==> src/epp_port_pkg.sv <==
// Purpose: constants for the parallel printer port with enhanced windows
// Assumes: 40 MHz sys_clk, byte-wide host port with three address bits
// Notes: offsets are register selects on the host address lines
package epp_port_pkg;
  localparam int CLK_PERIOD_NS = 25;
  localparam int EPP_TIMEOUT_NS = 10000;
  localparam int EPP_TIMEOUT_CYC = EPP_TIMEOUT_NS / CLK_PERIOD_NS;
  localparam logic [8:0] TIMEOUT_LAST = 9'(EPP_TIMEOUT_CYC - 1);

  localparam logic [2:0] ADDR_DATA = 3'h0;
  localparam logic [2:0] ADDR_STATUS = 3'h1;
  localparam logic [2:0] ADDR_CONTROL = 3'h2;
  localparam logic [2:0] ADDR_EPP_ADDRESS = 3'h3;

  localparam int ST_BUSY = 7;
  localparam int ST_ACK = 6;
  localparam int ST_PE = 5;
  localparam int ST_SLCT = 4;
  localparam int ST_ERR = 3;
  localparam int ST_TMO = 0;
  localparam logic [7:0] STATUS_FIXED_ONES = 8'h06;

  localparam int CT_DIR = 5;
  localparam int CT_IRQEN = 4;
  localparam int CT_SLIN = 3;
  localparam int CT_INIT = 2;
  localparam int CT_AFD = 1;
  localparam int CT_STB = 0;
  localparam logic [1:0] CTRL_READ_ONES = 2'h3;
  localparam logic [5:0] CTRL_RESET = 6'h04;

  // layout of the synchronised input vector
  localparam int SY_PD = 0;
  localparam int SY_HD = 8;
  localparam int SY_ADDR = 16;
  localparam int SY_IOR = 19;
  localparam int SY_IOW = 20;
  localparam int SY_BUSY = 21;
  localparam int SY_ACK = 22;
  localparam int SY_PE = 23;
  localparam int SY_SLCT = 24;
  localparam int SY_ERR = 25;
  localparam int SY_WAIT = 26;
  localparam int SYNC_W = 27;
  localparam logic [26:0] SYNC_RESET = 27'h0580000;

  typedef enum {EPP_IDLE, EPP_WAIT_READY, EPP_STROBE} epp_state_e;
endpackage

==> src/epp_spp_printer_port_regs.sv <==
// Purpose: host registers of a parallel printer port and enhanced cycles
// Assumes: host strobes, address and pins are asynchronous to sys_clk
// Notes: every pin input passes a three-stage filter before use
`timescale 1ns/100ps

// Summary of operation
// - status bit 7 shows inverted busy line
// - status bit 6 shows live ack level
// - bits 5..3 show paper, select, error
// - bit 0 set on enhanced time-out
// - writing 1 clears time-out, 0 ignored
// - control latched on write, read back
// - control bits 7..6 always read 1
// - bit 5 is direction, zero in SPP
// - bit 4 enables ack rising interrupt
// - bit 3 drives select-in output
// - bit 1 drives auto line-feed output
// - address window only in enhanced mode
// - address write cycle on write strobe
// - address read cycle on read strobe
// - four data windows, enhanced mode only
// - data write cycle on write strobe
// - data read cycle on read strobe
// - direction and address/data strobes driven
// - watchdog aborts cycle after 10 us
// - idle pins follow control register
// - three-bit register select map
module epp_spp_printer_port_regs
  import epp_port_pkg::*;
(
  input wire logic sys_clk,
  input wire logic rst,
  input wire logic epp_mode,
  input wire logic ior_n,
  input wire logic iow_n,
  input wire logic [2:0] host_addr,
  input wire logic [7:0] host_data_byte_in,
  output logic [7:0] host_data_byte_out,
  output logic host_data_byte_oe,
  input wire logic [7:0] parallel_data_bus_in,
  output logic [7:0] parallel_data_bus_out,
  output logic parallel_data_bus_oe,
  input wire logic busy_in,
  input wire logic ack_n_in,
  input wire logic paper_end_in,
  input wire logic select_status_in,
  input wire logic error_n_in,
  input wire logic wait_n_in,
  output logic strobe_n,
  output logic auto_line_feed_n,
  output logic init_n,
  output logic select_in_out_n,
  output logic ack_irq
);
  logic [SYNC_W-1:0] raw_in;
  logic [SYNC_W-1:0] s1_r, s2_r, s3_r, filt_r, filt_d_r, filt_nxt;
  logic ior_f, iow_f, ack_f, wait_f;
  logic ior_lead, iow_lead, iow_trail, ack_rise;
  logic [2:0] addr_f;
  logic [7:0] hdata_f, pd_f, status_val, control_val;
  logic is_window, dir_eff, tmo_set, tmo_clr, cyc_done;
  epp_state_e state_r, state_nxt;
  logic cyc_write_r, cyc_write_nxt, cyc_addr_r, cyc_addr_nxt;
  logic [7:0] wdata_r, wdata_nxt, rdata_r, rdata_nxt;
  logic [8:0] tcnt_r, tcnt_nxt;
  logic tmo_r, tmo_nxt;
  logic [5:0] ctrl_r, ctrl_nxt;
  logic [7:0] latch_r, latch_nxt;
  logic [7:0] hout_nxt, pd_out_nxt;
  logic hoe_nxt, pd_oe_nxt, stb_nxt, afd_nxt, init_nxt, slin_nxt, irq_nxt;

  assign raw_in = {wait_n_in, error_n_in, select_status_in, paper_end_in,
                   ack_n_in, busy_in, iow_n, ior_n, host_addr,
                   host_data_byte_in, parallel_data_bus_in};

  // a change is taken only once stages two and three agree
  always_comb begin
    filt_nxt = (s2_r & s3_r) | (filt_r & (s2_r ^ s3_r));
  end

  always_ff @(posedge sys_clk or posedge rst) begin
    if (rst) begin
      s1_r <= SYNC_RESET;
      s2_r <= SYNC_RESET;
      s3_r <= SYNC_RESET;
      filt_r <= SYNC_RESET;
      filt_d_r <= SYNC_RESET;
    end else begin
      s1_r <= raw_in;
      s2_r <= s1_r;
      s3_r <= s2_r;
      filt_r <= filt_nxt;
      filt_d_r <= filt_r;
    end
  end

  assign ior_f = filt_r[SY_IOR];
  assign iow_f = filt_r[SY_IOW];
  assign ack_f = filt_r[SY_ACK];
  assign wait_f = filt_r[SY_WAIT];
  assign addr_f = filt_r[SY_ADDR +: 3];
  assign hdata_f = filt_r[SY_HD +: 8];
  assign pd_f = filt_r[SY_PD +: 8];
  assign ior_lead = filt_d_r[SY_IOR] & ~ior_f;
  assign iow_lead = filt_d_r[SY_IOW] & ~iow_f;
  assign iow_trail = ~filt_d_r[SY_IOW] & iow_f;
  assign ack_rise = ~filt_d_r[SY_ACK] & ack_f;

  // windows at 3..7 exist only in enhanced mode
  assign is_window = epp_mode && (addr_f >= ADDR_EPP_ADDRESS);
  assign dir_eff = epp_mode & ctrl_r[CT_DIR];
  assign cyc_done = (state_r == EPP_STROBE) && wait_f;
  assign tmo_set = (state_r != EPP_IDLE) && !cyc_done
                   && (tcnt_r == TIMEOUT_LAST);
  assign tmo_clr = iow_trail && (addr_f == ADDR_STATUS)
                   && hdata_f[ST_TMO];

  assign status_val = {~filt_r[SY_BUSY], ack_f, filt_r[SY_PE],
                       filt_r[SY_SLCT], filt_r[SY_ERR], 3'h0}
                      | STATUS_FIXED_ONES
                      | {7'h00, tmo_r};
  assign control_val = {CTRL_READ_ONES, dir_eff, ctrl_r[4:0]};

  // enhanced cycle sequencer; waits for a ready peripheral first
  always_comb begin
    state_nxt = state_r;
    cyc_write_nxt = cyc_write_r;
    cyc_addr_nxt = cyc_addr_r;
    wdata_nxt = wdata_r;
    rdata_nxt = rdata_r;
    tcnt_nxt = tcnt_r + 9'h001;
    case (state_r)
      EPP_IDLE: begin
        tcnt_nxt = 9'h000;
        if (is_window && (iow_lead || ior_lead)) begin
          state_nxt = EPP_WAIT_READY;
          cyc_write_nxt = iow_lead;
          cyc_addr_nxt = (addr_f == ADDR_EPP_ADDRESS);
          wdata_nxt = hdata_f;
        end
      end
      EPP_WAIT_READY: begin
        if (!wait_f) begin
          state_nxt = EPP_STROBE;
        end
      end
      EPP_STROBE: begin
        if (wait_f) begin
          state_nxt = EPP_IDLE;
          if (!cyc_write_r) begin
            rdata_nxt = pd_f;
          end
        end
      end
      default: begin
        state_nxt = EPP_IDLE;
      end
    endcase
    // host data may settle late; take it again as the write ends
    if (cyc_write_r && (state_r != EPP_IDLE) && iow_trail) begin
      wdata_nxt = hdata_f;
    end
    if (tmo_set) begin
      state_nxt = EPP_IDLE;
    end
  end

  // register file; the time-out set wins over a clear in the same cycle
  always_comb begin
    tmo_nxt = tmo_r;
    ctrl_nxt = ctrl_r;
    latch_nxt = latch_r;
    if (tmo_clr) begin
      tmo_nxt = 1'b0;
    end
    if (tmo_set) begin
      tmo_nxt = 1'b1;
    end
    if (iow_trail && (addr_f == ADDR_CONTROL)) begin
      ctrl_nxt = hdata_f[5:0];
    end
    if (iow_trail && (addr_f == ADDR_DATA)) begin
      latch_nxt = hdata_f;
    end
  end

  // registered host read path and pin drivers
  always_comb begin
    hoe_nxt = !ior_f;
    hout_nxt = host_data_byte_out;
    if (!ior_f) begin
      case (addr_f)
        ADDR_DATA: hout_nxt = pd_f;
        ADDR_STATUS: hout_nxt = status_val;
        ADDR_CONTROL: hout_nxt = control_val;
        default: hout_nxt = epp_mode ? rdata_r : 8'hFF;
      endcase
    end
    irq_nxt = ctrl_r[CT_IRQEN] & ack_rise;
    init_nxt = ctrl_r[CT_INIT];
    if (state_r != EPP_IDLE) begin
      stb_nxt = !cyc_write_r;
      afd_nxt = !((state_r == EPP_STROBE) && !cyc_addr_r);
      slin_nxt = !((state_r == EPP_STROBE) && cyc_addr_r);
      pd_oe_nxt = cyc_write_r;
      pd_out_nxt = cyc_write_r ? wdata_r : latch_r;
    end else begin
      stb_nxt = !ctrl_r[CT_STB];
      afd_nxt = !ctrl_r[CT_AFD];
      slin_nxt = !ctrl_r[CT_SLIN];
      pd_oe_nxt = !dir_eff;
      pd_out_nxt = latch_r;
    end
  end

  always_ff @(posedge sys_clk or posedge rst) begin
    if (rst) begin
      state_r <= EPP_IDLE;
      cyc_write_r <= 1'b0;
      cyc_addr_r <= 1'b0;
      wdata_r <= 8'h00;
      rdata_r <= 8'h00;
      tcnt_r <= 9'h000;
      tmo_r <= 1'b0;
      ctrl_r <= CTRL_RESET;
      latch_r <= 8'h00;
      host_data_byte_out <= 8'h00;
      host_data_byte_oe <= 1'b0;
      parallel_data_bus_out <= 8'h00;
      parallel_data_bus_oe <= 1'b0;
      strobe_n <= 1'b1;
      auto_line_feed_n <= 1'b1;
      init_n <= 1'b1;
      select_in_out_n <= 1'b1;
      ack_irq <= 1'b0;
    end else begin
      state_r <= state_nxt;
      cyc_write_r <= cyc_write_nxt;
      cyc_addr_r <= cyc_addr_nxt;
      wdata_r <= wdata_nxt;
      rdata_r <= rdata_nxt;
      tcnt_r <= tcnt_nxt;
      tmo_r <= tmo_nxt;
      ctrl_r <= ctrl_nxt;
      latch_r <= latch_nxt;
      host_data_byte_out <= hout_nxt;
      host_data_byte_oe <= hoe_nxt;
      parallel_data_bus_out <= pd_out_nxt;
      parallel_data_bus_oe <= pd_oe_nxt;
      strobe_n <= stb_nxt;
      auto_line_feed_n <= afd_nxt;
      init_n <= init_nxt;
      select_in_out_n <= slin_nxt;
      ack_irq <= irq_nxt;
    end
  end
endmodule

==> config.mk <==
export PLATFORM = sky130hd
export DESIGN_NAME = epp_spp_printer_port_regs
export DESIGN_NICKNAME = d
export VERILOG_FILES = /design/src/epp_port_pkg.sv /design/src/epp_spp_printer_port_regs.sv
export SDC_FILE = /design/constraint.sdc
export NUM_CORES = 1
export LEC_CHECK = 0
export BUFFER_PORTS_ARGS = -buffer_cell sky130_fd_sc_hd__buf_2
export CORE_MARGIN = 2
export CORE_UTILIZATION = 40
export CTS_CLUSTER_SIZE = 30
export DETAILED_ROUTE_END_ITERATION = 8
export GPL_ROUTABILITY_DRIVEN = 0
export SLEW_MARGIN = 0
export SYNTH_ARGS = -nofsm -noshare
export SYNTH_HDL_FRONTEND = slang
export SYNTH_SLANG_ARGS = --single-unit
==> constraint.sdc <==
create_clock -name sys_clk -period 7.7 [get_ports sys_clk]
set_input_delay 1.54 -clock sys_clk [delete_from_list [all_inputs] [get_ports sys_clk]]
set_output_delay 1.54 -clock sys_clk [all_outputs]
set_load 0.01 [all_outputs]
==> results_tabular.tex <==
\begin{tabular}{lr}
\hline
Metric & Value \\
\hline
\multicolumn{2}{l}{\textbf{Global routing}} \\
Number of global-route vias before repair & 3784 \\
Largest net degree at the start of global routing & 112 \\
Antenna violations before repair & 0 \\
Global Route Usage Sum & 0.140 \\
Remaining Overflow, GRT & 0 \\
Global-route wire length before repair & $\sim$19 mm \\
\multicolumn{2}{l}{\textbf{Clock network}} \\
Post-CTS Repair Setup Buffers & 0 \\
Buffer depth of the longest clock path & 2 \\
Root cell of the clock tree & sky130\_fd\_sc\_hd\_\_clkbuf\_16 \\
Count of H-tree levels built during CTS & 4 \\
Clock-pin slew reported for the worst setup and hold paths after clock tree synthesis & 0.06 ns \\
Hold-fix buffer count after cts & 0 \\
TritonCTS Sinks & 178 \\
Worst skew pair latency & 0.42 ns \\
Post-cts gate resize count & 0 \\
CTS tree & built \\
CTS Buf Count & 17 \\
\multicolumn{2}{l}{\textbf{Routing}} \\
Via Count & 3585 \\
Routed wire length & roughly 11 mm \\
Number of violations reported at the end of detailed-routing iteration 0 & 141 \\
Vias per cell & 4.92 \\
Count of TritonRoute iterations in the first routing pass & 4 \\
Post-detailed-route wirelength per cell & between 15 and 20 µm \\
Antenna-violating nets left & 0 \\
DR DRC count & 0 \\
\multicolumn{2}{l}{\textbf{Final layout}} \\
Footprint of the flip-flops and latches & 0.00448 mm² \\
Filler Cell Count & approximately 1400 \\
Diodes inserted & 0 \\
Area of the multi-input gates & 0.00186 mm² \\
Net count reported at finish & 558 \\
Post-route cell area & 0.00752 mm² \\
Area Growth Syn to Fin & 15.5\% \\
Layout cells sized above 1 & 0.263 \\
\multicolumn{2}{l}{\textbf{STA}} \\
Slew at the pin closest to its max-slew limit & 1.18 ns \\
Number of max-slew violations in the final report & 0 \\
Sum of negative setup slack & 0 ns \\
Worst rel slew slack & 0.210 \\
Achievable clock frequency & approximately 360 MHz \\
Final critical-path required period & 2.78 ns \\
Hold Violations, Final & 0 \\
Period Utilization, post-route & 0.361 \\
Finish-stage setup viols & 0 \\
Clock skew & around 0.0064 ns \\
Setup repair after global routing missed its margin & false \\
\multicolumn{2}{l}{\textbf{Critical path}} \\
Register-to-register setup slack & 5.27 ns \\
Sort of element at the end of the critical path & async pin \\
Reg-to-reg endpoint & cyc\_write\_r \\
Reg2reg path depth & 3 \\
CP Data Required Time & 8.15 ns \\
Startpoint type of the worst setup path & input port \\
Crit Reg-Reg Startpoint & filt\_r[16] \\
CP arrival & 3.23 ns \\
Critical setup path kind & input port to async pin \\
Worst-path fanout max & 111 \\
Crit path launch & rst \\
\multicolumn{2}{l}{\textbf{Logic synthesis}} \\
Sequential cell area fraction in the yosys report & 0.689 \\
Total nets after synthesis & 508 \\
Area of the mapped netlist & between 0.006 and 0.007 mm² \\
Flip-flop cell with the highest count after synthesis & sky130\_fd\_sc\_hd\_\_dfrtp\_1 \\
Average cell area after synthesis & 14.5 µm² \\
Distinct cell type count after synthesis & 45 \\
Post-synthesis cell count & 450 \\
Synthesized flop and latch total & 178 \\
FFs w/ async S/R, synth & 1.00 \\
Number of synthesized flops with an enable pin & 0 \\
Number of warning messages in the yosys log & 0 \\
\multicolumn{2}{l}{\textbf{Worst hold path}} \\
Start point of the worst min-delay path & s1\_r[15] \\
Hold Path Sink & s2\_r[15] \\
Cell depth of the worst min-delay path & 0 \\
Path class of the lowest-slack min-delay path & flip-flop to flip-flop \\
\multicolumn{2}{l}{\textbf{Power}} \\
Highest ir drop seen on vdd & $\sim$0.18 mV \\
Power per standard cell area & around 330 mW/mm² \\
Leakage power figure & about 3.5 nW \\
\multicolumn{2}{l}{\textbf{Floorplanning}} \\
Placeable core region & 0.0159 mm² \\
Die span in x & 132 µm \\
Std cell rows & 46 \\
Boundary Pins & between 50 and 60 \\
Die Area & between 0.015 and 0.02 mm² \\
Initial core utilization & 0.409 \\
Die span in y & 132 µm \\
\multicolumn{2}{l}{\textbf{Place}} \\
Cell area after placement & about 0.0069 mm² \\
Number of buffers added on ports & 52 \\
Final HPWL from detailed placement & about 7 mm \\
\multicolumn{2}{l}{\textbf{Flow run}} \\
Max-cap violations & 0 \\
\multicolumn{2}{l}{\textbf{Run status}} \\
Outcome & finished, final reports clean \\
\hline
\end{tabular}
metrics by stage:
step           hold slack, ns  worst slack (ns)  std cells  utilization  total power, mW
3_3_place_gp            0.331              4.42        697        0.435             1.61
3_5_place_dp            0.335              4.36        697        0.435             1.62
4_1_cts                 0.349              4.83        729        0.473             2.50
6_report                0.347              4.92        729        0.473             2.46
2_1_floorplan           0.331              1.36        450            -             1.50
5_1_grt                 0.355              4.60        729        0.473             2.59
layout by cell type (no fill, tap or decap), drive strengths merged, types with 12 or more instances in the layout:
cell type / count
a21o: 29
buf: 53
clkbuf: 24
nand2: 27
nor2: 15
ha: 28
dfstp: 20
a21oi: 12
dfrtp: 158
mux2: 28
nand3: 12
o21ai: 13
final cells by class:
type / count / share of cell area
flip-flops and latches: 178 / 0.596
repair buffers: 53 / 0.0356
well taps: 216 / 0.0360
multi-input cells: 242 / 0.248
clock inverters: 8 / 0.0135
clock buffers: 24 / 0.0668
inverters: 8 / 0.00466
critical path, stage by stage:
cell,delay (ns)
sky130_fd_sc_hd__buf_2,0.12
sky130_fd_sc_hd__inv_6,0.66
sky130_fd_sc_hd__buf_4,0.79
cells in the mapped netlist, drive strengths merged (2+ instances only):
library cell | number | area share
or3 | 4 | 0.0038
o21ai | 13 | 0.010
nand3 | 12 | 0.0092
nand2b | 5 | 0.0048
nand2 | 27 | 0.016
nor4 | 2 | 0.0042
dfrtp | 158 | 0.61
clkbuf | 5 | 0.0029
o22ai | 4 | 0.0038
buf | 17 | 0.018
ha | 28 | 0.054
nor3b | 8 | 0.0092
mux2 | 28 | 0.049
dfstp | 20 | 0.081
o211ai | 8 | 0.0092
mux2i | 4 | 0.0062
a21o | 29 | 0.033
nor2 | 15 | 0.0087
xnor2 | 3 | 0.0040
a32o | 4 | 0.0062
a21oi | 12 | 0.0092
o2111ai | 8 | 0.011
inv | 8 | 0.0046
nand4 | 3 | 0.0029
nand3b | 5 | 0.0058
nor2b | 3 | 0.0029
a22o | 5 | 0.0067
worst max-delay path by stage:
stage | endpoint | slack (ns) | depth (start not counted)
6_report | s2_r[9] | 4.92 | 3
5_1_grt | s2_r[9] | 4.60 | 3
4_1_cts | s2_r[12] | 4.83 | 3
3_5_place_dp | s2_r[12] | 4.36 | 3
3_3_place_gp | filt_r[10] | 4.42 | 3
2_1_floorplan | ack_irq | 1.36 | 1
flip-flops by register name, summed over array words and instances, names as in the netlist, 2 cells and up:
register               count
filt_r                    27
s1_r                      27
s2_r                      27
s3_r                      27
tcnt_r                     9
host_data_byte_out         8
latch_r                    8
parallel_data_bus_out      8
rdata_r                    8
wdata_r                    8
ctrl_r                     6
filt_d_r                   3
state_r                    2
per-layer routing:
| metal | GRT usage | vias up | wire length, µm | part of all wire |
|---|---|---|---|---|
| met2 | 0.221 | 65 | 5330 | 0.48 |
| met5 | 0 | - | 0 | 0 |
| li1 | - | 1685 | - | - |
| met3 | 0.0359 | 19 | 409 | 0.037 |
| met4 | 0.0688 | 0 | 250 | 0.022 |
| met1 | 0.180 | 1816 | 5130 | 0.46 |
logic make-up after synthesis:
kind of cell             share of synthesized area
AO/OA/AOI/OAI                               0.0969
XOR/XNOR                                   0.00539
adder cells (fa/ha/maj)                     0.0539
buffers and inverters                       0.0254
flip-flops                                   0.689
multiplexers                                0.0552
AND/OR/NAND/NOR                             0.0746
where the power goes:
| group | switching [mW] | total (mW) | internal, mW |
|---|---|---|---|
| registers | 0.122 | 1.24 | 1.12 |
| logic | 0.179 | 0.358 | 0.179 |
| clock network | 0.336 | 0.857 | 0.520 |
| total | 0.637 | 2.46 | 1.82 |
Power figures use the tool's default switching activity.
